$ cat src/hdl/pbs_cfg.svh
// Constants of the configuration status register block.
// Assumes inclusion by the package, the design modules, the checker and the bench.
`ifndef PBS_CFG_SVH
`define PBS_CFG_SVH

// ****************************************
// Offsets and reset values
// ****************************************
`define PBS_STATUS_OFFSET 8'h06
`define PBS_COMMAND_OFFSET 8'h04
`define PBS_STATUS_RESET 16'h0210
`define PBS_COMMAND_RESET 16'h0000

// ****************************************
// Status fields
// ****************************************
`define PBS_BIT_PARITY_DETECTED 15
`define PBS_BIT_SYSERR_SIGNALED 14
`define PBS_BIT_MASTER_ABORT_RECEIVED_RECEIVED 13
`define PBS_BIT_TABORT_RECEIVED 12
`define PBS_BIT_TABORT_SIGNALED 11
`define PBS_BIT_DATA_PARITY 8
`define PBS_DEVSEL_TIMING 2'h1
`define PBS_CAPABILITY_LIST_PRESENT_VALUE 1'h1
`define PBS_FIXED_ZERO 1'h0
`define PBS_RESERVED_VALUE 4'h0

// ****************************************
// Command fields
// ****************************************
`define PBS_BIT_SYSERR_ENABLE 8
`define PBS_BIT_PARITY_ENABLE 6
`define PBS_COMMAND_RW_MASK 16'h0167

// ****************************************
// Function count
// ****************************************
`define PBS_NUM_FUNCTIONS 2

`endif

$ cat src/hdl/pbs_pkg.sv
// Types shared by the configuration status register block.
// Assumes pbs_cfg.svh is on the include path.
`include "pbs_cfg.svh"

package pbs_pkg;
    // Clearable flags of one function, in status bit order 15..11, 8
    typedef struct packed {
        logic parity_error_detected;
        logic system_error_signaled;
        logic master_abort_received;
        logic target_abort_received;
        logic target_abort_signaled;
        logic master_data_parity_error;
    } pbs_flags_t;

    typedef enum logic [1:0] {
        PBS_ACC_NONE,
        PBS_ACC_STATUS,
        PBS_ACC_COMMAND,
        PBS_ACC_OTHER
    } pbs_access_t;
endpackage

$ cat src/hdl/pbs_status_flags.sv
// One function's clearable status flags with write-one-to-clear.
// Assumes the event inputs are one-cycle pulses on ref_clk.
`timescale 1ns/10ps
`default_nettype none
`include "pbs_cfg.svh"

module pbs_status_flags (
    input wire logic ref_clk,
    input wire logic reset,
    input wire pbs_pkg::pbs_flags_t set_ev,
    input wire pbs_pkg::pbs_flags_t clear_ev,
    output pbs_pkg::pbs_flags_t flags_q
);
    pbs_pkg::pbs_flags_t flags_d;

    // Set wins over clear so no event is lost
    always_comb begin
        flags_d = (flags_q & ~clear_ev) | set_ev;
    end

    always_ff @(posedge ref_clk) begin
        if (reset) begin
            flags_q <= '0;
        end else begin
            flags_q <= flags_d;
        end
    end
endmodule
`default_nettype wire

$ cat src/hdl/pbs_config_status.sv
// Status register, with its two error enables, for both functions.
// Assumes the PCI interface logic gives one-cycle event pulses and a
// one-cycle configuration access strobe, all on ref_clk.
//
// What this block does
// Writing 1 clears a flag, 0 leaves it; reads have no side effects.
// Status sits at offset 06h in both functions, resets to 0210h.
// Bit 15 sets on any address or data parity error detected.
// Bit 14 sets when system error is signalled, with the enables wired-OR across both functions.
// Bit 13 sets when our initiated cycle ends in master abort.
// Bit 12 sets when our initiated cycle receives a target abort.
// Bit 11 sets when we end a cycle as target with target abort.
// Bits 10..9 are fixed 01b, medium decode timing.
// Bit 8 sets on data parity error as master, error seen, enabled.
// Bit 7 reads 0, no fast back-to-back acceptance.
// Bit 6 reads 0, no user-definable features.
// Bit 5 reads 0, not high-speed capable.
// Bit 4 reads 1, capability list present.
// Bits 3..0 read zero.
// Each function has its own status register instance.
// Parity response enable gates all parity error response.
// Address parity on system error only with both enables set, each taken from either function.
// Simultaneous set and clear leaves the flag set.
// Reset clears flags; fixed fields never change.
`timescale 1ns/10ps
`default_nettype none
`include "pbs_cfg.svh"

module pbs_config_status (
    input wire logic ref_clk,
    input wire logic reset,
    input wire logic cfg_valid,
    input wire logic cfg_func,
    input wire logic cfg_write,
    input wire logic [7:0] cfg_offset,
    input wire logic [15:0] cfg_wdata,
    input wire logic [1:0] cfg_byte_en,
    output logic [15:0] cfg_rdata_q,
    output logic cfg_hit_q,
    input wire logic [1:0] addr_parity_error,
    input wire logic [1:0] data_parity_error,
    input wire logic [1:0] parity_error_seen,
    input wire logic [1:0] was_bus_master,
    input wire logic [1:0] master_abort,
    input wire logic [1:0] target_abort_rx,
    input wire logic [1:0] target_abort_tx,
    output logic [1:0] parity_response_enable,
    output logic [1:0] system_error_enable,
    output logic perr_assert,
    output logic serr_assert
);
    // ****************************************
    // Helpers
    // ****************************************
    function automatic logic [15:0] status_word(
        input pbs_pkg::pbs_flags_t f
    );
        status_word = {f.parity_error_detected, f.system_error_signaled,
            f.master_abort_received, f.target_abort_received,
            f.target_abort_signaled,
            `PBS_DEVSEL_TIMING,
            f.master_data_parity_error,
            `PBS_FIXED_ZERO,
            `PBS_FIXED_ZERO,
            `PBS_FIXED_ZERO,
            `PBS_CAPABILITY_LIST_PRESENT_VALUE,
            `PBS_RESERVED_VALUE};
    endfunction

    function automatic pbs_pkg::pbs_flags_t w1c_mask(
        input logic [15:0] d
    );
        w1c_mask.parity_error_detected = d[`PBS_BIT_PARITY_DETECTED];
        w1c_mask.system_error_signaled = d[`PBS_BIT_SYSERR_SIGNALED];
        w1c_mask.master_abort_received = d[`PBS_BIT_MASTER_ABORT_RECEIVED_RECEIVED];
        w1c_mask.target_abort_received = d[`PBS_BIT_TABORT_RECEIVED];
        w1c_mask.target_abort_signaled = d[`PBS_BIT_TABORT_SIGNALED];
        w1c_mask.master_data_parity_error = d[`PBS_BIT_DATA_PARITY];
    endfunction

    // ****************************************
    // Access decode
    // ****************************************
    pbs_pkg::pbs_access_t acc;
    logic [15:0] wmask;

    always_comb begin
        if (!cfg_valid) begin
            acc = pbs_pkg::PBS_ACC_NONE;
        end else if (cfg_offset == `PBS_STATUS_OFFSET) begin
            acc = pbs_pkg::PBS_ACC_STATUS;
        end else if (cfg_offset == `PBS_COMMAND_OFFSET) begin
            acc = pbs_pkg::PBS_ACC_COMMAND;
        end else begin
            acc = pbs_pkg::PBS_ACC_OTHER;
        end
        wmask = {{8{cfg_byte_en[1]}}, {8{cfg_byte_en[0]}}} & cfg_wdata;
    end

    // ****************************************
    // Command registers, one per function
    // ****************************************
    logic [15:0] cmd_q [`PBS_NUM_FUNCTIONS];
    pbs_pkg::pbs_flags_t flags_q [`PBS_NUM_FUNCTIONS];

    function automatic logic [15:0] wide_be();
        wide_be = {{8{cfg_byte_en[1]}}, {8{cfg_byte_en[0]}}} &
            `PBS_COMMAND_RW_MASK;
    endfunction

    always_ff @(posedge ref_clk) begin
        if (reset) begin
            cmd_q[0] <= `PBS_COMMAND_RESET;
            cmd_q[1] <= `PBS_COMMAND_RESET;
        end else if (acc == pbs_pkg::PBS_ACC_COMMAND && cfg_write) begin
            cmd_q[cfg_func] <= (cmd_q[cfg_func] & ~wide_be()) |
                (wmask & `PBS_COMMAND_RW_MASK);
        end
    end

    // ****************************************
    // Per-function flags
    // ****************************************
    // Enables are wired-OR across functions for error reporting
    logic parity_response_enable_any;
    logic system_error_enable_any;
    logic [1:0] serr_fire;

    always_comb begin
        parity_response_enable[0] = cmd_q[0][`PBS_BIT_PARITY_ENABLE];
        parity_response_enable[1] = cmd_q[1][`PBS_BIT_PARITY_ENABLE];
        system_error_enable[0] = cmd_q[0][`PBS_BIT_SYSERR_ENABLE];
        system_error_enable[1] = cmd_q[1][`PBS_BIT_SYSERR_ENABLE];
        parity_response_enable_any = |parity_response_enable;
        system_error_enable_any = |system_error_enable;
        serr_fire = addr_parity_error & {2{parity_response_enable_any & system_error_enable_any}};
        perr_assert = |data_parity_error & parity_response_enable_any;
        serr_assert = |serr_fire;
    end

    for (genvar i = 0; i < `PBS_NUM_FUNCTIONS; i++) begin : g_fn
        pbs_pkg::pbs_flags_t set_ev;
        pbs_pkg::pbs_flags_t clr_ev;

        always_comb begin
            set_ev.parity_error_detected =
                addr_parity_error[i] | data_parity_error[i];
            set_ev.system_error_signaled = serr_fire[i];
            set_ev.master_abort_received = master_abort[i];
            set_ev.target_abort_received = target_abort_rx[i];
            set_ev.target_abort_signaled = target_abort_tx[i];
            set_ev.master_data_parity_error = parity_error_seen[i] &
                was_bus_master[i] & parity_response_enable[i];
            if (acc == pbs_pkg::PBS_ACC_STATUS && cfg_write &&
                    cfg_func == 1'(i)) begin
                clr_ev = w1c_mask(wmask);
            end else begin
                clr_ev = '0;
            end
        end

        pbs_status_flags u_flags (
            .ref_clk(ref_clk),
            .reset(reset),
            .set_ev(set_ev),
            .clear_ev(clr_ev),
            .flags_q(flags_q[i])
        );
    end

    // ****************************************
    // Read path
    // ****************************************
    // Reads only sample; no read-clear so polling is harmless
    always_ff @(posedge ref_clk) begin
        if (reset) begin
            cfg_rdata_q <= 16'h0000;
        end else if (acc == pbs_pkg::PBS_ACC_STATUS && !cfg_write) begin
            cfg_rdata_q <= status_word(flags_q[cfg_func]);
        end else if (acc == pbs_pkg::PBS_ACC_COMMAND && !cfg_write) begin
            cfg_rdata_q <= cmd_q[cfg_func];
        end else if (cfg_valid && !cfg_write) begin
            cfg_rdata_q <= 16'h0000;
        end
    end

    always_ff @(posedge ref_clk) begin
        if (reset) begin
            cfg_hit_q <= 1'b0;
        end else begin
            cfg_hit_q <= acc == pbs_pkg::PBS_ACC_STATUS ||
                acc == pbs_pkg::PBS_ACC_COMMAND;
        end
    end
endmodule
`default_nettype wire

$ cat config.mk
export PLATFORM = sky130hd
export DESIGN_NAME = pbs_config_status
export DESIGN_NICKNAME = d
export VERILOG_FILES = /design/src/hdl/pbs_pkg.sv /design/src/hdl/pbs_status_flags.sv /design/src/hdl/pbs_config_status.sv
export VERILOG_INCLUDE_DIRS = /design/src /design/src/hdl
export SDC_FILE = /design/constraint.sdc
export NUM_CORES = 1
export LEC_CHECK = 0
export ABC_AREA = 1
export ABC_CLOCK_PERIOD_IN_PS = 1400
export BUFFER_PORTS_ARGS = -buffer_cell sky130_fd_sc_hd__buf_2
export CAP_MARGIN = 20
export CORE_UTILIZATION = 40
export CTS_CLUSTER_DIAMETER = 150
export DETAILED_ROUTE_END_ITERATION = 6
export HOLD_SLACK_MARGIN = 0.05
export PLACE_DENSITY = 0.64
export SLEW_MARGIN = 20
export SYNTH_ARGS = -nofsm -noshare
export SYNTH_HDL_FRONTEND = slang
export SYNTH_HIERARCHICAL = 1
export SYNTH_SLANG_ARGS = --single-unit
$ cat constraint.sdc
create_clock -name ref_clk -period 1.4 [get_ports ref_clk]
set_input_delay 0.07 -clock ref_clk [delete_from_list [all_inputs] [get_ports ref_clk]]
set_output_delay 0.07 -clock ref_clk [all_outputs]
set_load 0.05 [all_outputs]
==> Implementation_results.wiki <==
{| class="wikitable"
! Metric !! Value
|-
| Number of buffers inserted during clock tree synthesis || 9
|-
| Post-synthesis simple-gate area fraction || between 20% and 30%
|-
| CTS max path bufs || 2
|-
| Maximum clock skew at final layout || 0.00707 ns
|-
| Capturing element type of the critical path || primary output
|-
| Average size of a mapped cell || 7.89 sq um
|-
| Commonest cells post-synth || 98 x nand2_1, 62 x inv_1, 41 x nor2_1
|-
| Post-layout minimum cycle time || roughly 1.3 ns
|-
| Proportion of layout cells with a drive suffix above 1 || 24.6%
|-
| Kind of launch point of the worst setup path || flop
|-
| Kind of critical path || reg2out
|-
| Asr flop ratio synth || 0%
|-
| Avg Vias per Cell || 4.60
|-
| Top routing layer in use || met4
|-
| CTS H-tree lvls || 3
|-
| Number of hold violations in the final report || 0
|-
| Vias in the first global route || 2340
|-
| Fraction of the cycle the final worst path needs || 95.8%
|-
| Post-synthesis compound-gate area fraction || 8.42%
|-
| Leakage || 1.78 nW
|-
| CTS clk-pin slew, worst paths || 0.06 ns
|-
| Headroom to the max-slew limit || 78.5%
|-
| Remaining antenna violation count || 0
|-
| Wire length on met1 || 3.29 mm
|-
| Status || finished clean
|-
| Post-Synth XOR/XNOR Area || 0%
|-
| Proportion of synthesized chip area in sequential cells || 52.1%
|-
| Row cnt || 30
|-
| Dominant combinational cell family by area after synthesis || simple AND/OR/NAND/NOR gates
|-
| Largest net degree at the start of global routing || 19
|-
| Multiplexer fraction of the synthesized cell area || 0.338%
|-
| Number of synthesized flops with an enable pin || 32
|-
| Max-Cap Viols || 0
|-
| FF+latch count, synth || 61
|-
| Final Setup Violations || 0
|-
| Total core area || 6980 sq um
|-
| Number of iterations in the first detailed-routing pass || 4
|-
| Adder and majority cell fraction of the synthesized area || 0%
|-
| Warnings, synthesis || 6
|-
| DP HPWL || 4.99 mm
|-
| Number of antenna violations at the first check in global routing || 0
|-
| Synthesized instance count || 375
|-
| Pin slew with the least headroom to its limit || 0.319 ns
|-
| Arrival time worst endpoint || approximately 1.3 ns
|-
| Routed length on met2 || 3.14 mm
|-
| DIE HEIGHT || 88.0 um
|-
| Total power per unit cell area || 1100 nW/um^2
|-
| Number of max-slew violations in the final report || 0
|-
| Layout-stage area growth over the synthesis result || 28.7%
|-
| Top-level port count || 68
|-
| Total number of clock tree sinks || 61
|-
| Cell Area, Synth || 2960 sq um
|-
| Net Count, Synth || 420
|-
| DR WL met3 || approximately 270 um
|-
| Total number of vias || 2594
|-
| Count of distinct cell types in the synthesized netlist || 26
|-
| Die Width || 88.0 um
|-
| RD Place Congestion || around 0.76
|-
| Dominant cells by area after synthesis || edfxtp_1 32%, dfxtp_1 20%, nand2_1 12%
|-
| Routed Wire Length || 6.79 mm
|-
| Global-route total usage across every layer || a little under a fifth
|-
| Violation count after the first detailed-routing iteration || 147
|-
| Sum of negative setup slack || 0 ns
|-
| Wire length per cell || 12.0 um
|-
| Number of nets in the layout || around 500
|-
| Port bufs || 62
|-
| TritonCTS clock tree || done
|-
| Class of the worst hold path || in2reg
|-
| Most common cell in the netlist || nand2_1
|-
| Area enclosed by the die boundary || 7740 sq um
|-
| CP required || 1.33 ns
|-
| Overall overflow remaining after global route || 0
|-
| Dominant synthesized flop cell || edfxtp_1
|-
| Portion of synthesized cell area occupied by the leading cell type || 32.5%
|-
| Starting Density || 42.4%
|-
| Maximum net fanout on the critical path || 5
|-
| Achievable frequency || roughly 750 MHz
|-
| Clock latency at the later pin of the worst-skew pair || 0.33 ns
|-
| Global-route wire length before repair || between 10 and 15 mm
|-
| Largest area contributor in the netlist || edfxtp_1
|-
| Buffer type at the clock tree root || clkbuf_8
|-
| Ant diodes || 0
|-
| Pre-CTS WS || 0.0421 ns
|-
| Maximum vdd drop || roughly 700 uV
|-
| Final setup margin || 0.0585 ns
|-
| DRC viols || 0
|}
worst max-delay path: stages, from the launching register on:
cell and delay (ns):
edfxtp_1 0.47, o22ai_2 0.22, a21oi_1 0.07, buf_4 0.19
power by group:
part	leakage [nW]	switching (mW)	total [mW]	internal, mW
Clock	0.113	0.664	1.77	1.10
Combinational	1.10	0.290	0.457	0.167
Sequential	0.568	0.0295	1.97	1.94
metal layers:
layer  vias to the layer above  track usage, %
met3                         7            3.39
met2                        59            28.8
met4                         0            8.79
met1                      1172            25.1
li1                       1356               -
met5                         -               0
registers in the layout, summed over array words and instances (netlist names):
| name | count |
|---|---|
| cmd_q | 32 |
| cfg_rdata_q | 16 |
| g_fn.u_flags/flags_q | 12 |
| cfg_hit_q | 1 |
layout make-up:
type,count,area (sq um)
timing repair buffer,92,586
sequential,61,1540
clock inverter,4,68.8
fill,680,3170
clock buffer,12,156
tap,96,120
inverter,65,244
multi-input combinational,234,1090
placed cells by master (no fill, tap or decap), drive strengths merged:
cell type,Yosys,routed
clkinv,0,2
o22ai,1,1
nor2,46,46
nor4,1,1
edfxtp,32,32
and3,1,1
nand3,13,13
mux2i,1,1
a21oi,33,33
buf,12,84
clkbuf,3,12
inv,65,65
nand4,4,4
dfxtp,29,29
nand2,102,102
dlygate4sd3,0,8
o21ai,14,14
a21boi,1,1
bufinv,0,2
nor3,17,17
final timing paths:
path                               from                         end  slack, ns  cells after the start
min reg2reg  g_fn[1].u_flags/flags_q[2]  g_fn[1].u_flags/flags_q[2]       0.46                      2
max reg2reg                 cmd_q[1][8]                 cmd_q[0][8]       0.11                      4
min                   was_bus_master[0]  g_fn[0].u_flags/flags_q[0]       0.07                      5
max                         cmd_q[1][6]                 serr_assert       0.06                      3
per-stage QoR:
stage                     total power [mW]  std cells  utilization, %  area [sq um]  hold WS (ns)
after detailed placement              2.44        539            49.9          3480         0.268
after global routing                  4.35        564            54.5          3810        0.0975
final                                 4.19        564            54.5          3810        0.0718
after CTS                             4.22        563            54.4          3790        0.0710
after floorplan                       2.27        375               -          2960         0.139
after global placement                2.44        539            49.9          3480         0.254
cell families (layout without fill, tap and decap cells):
logic type | count (synthesis) | after routing
AND/OR/NAND/NOR | 184 | 184
buffers and inverters | 80 | 173
flip-flops | 61 | 61
AO/OA/AOI/OAI | 49 | 49
multiplexers | 1 | 1
repair_timing:
action	4_1_cts	5_1_grt
resized for setup	1	5
buffers inserted	0	1
pin swaps	0	1
hold endpoints to repair	7	0
hold buffers	8	0
endpoints found under the setup margin	1	2
Power figures use the tool's default switching activity.
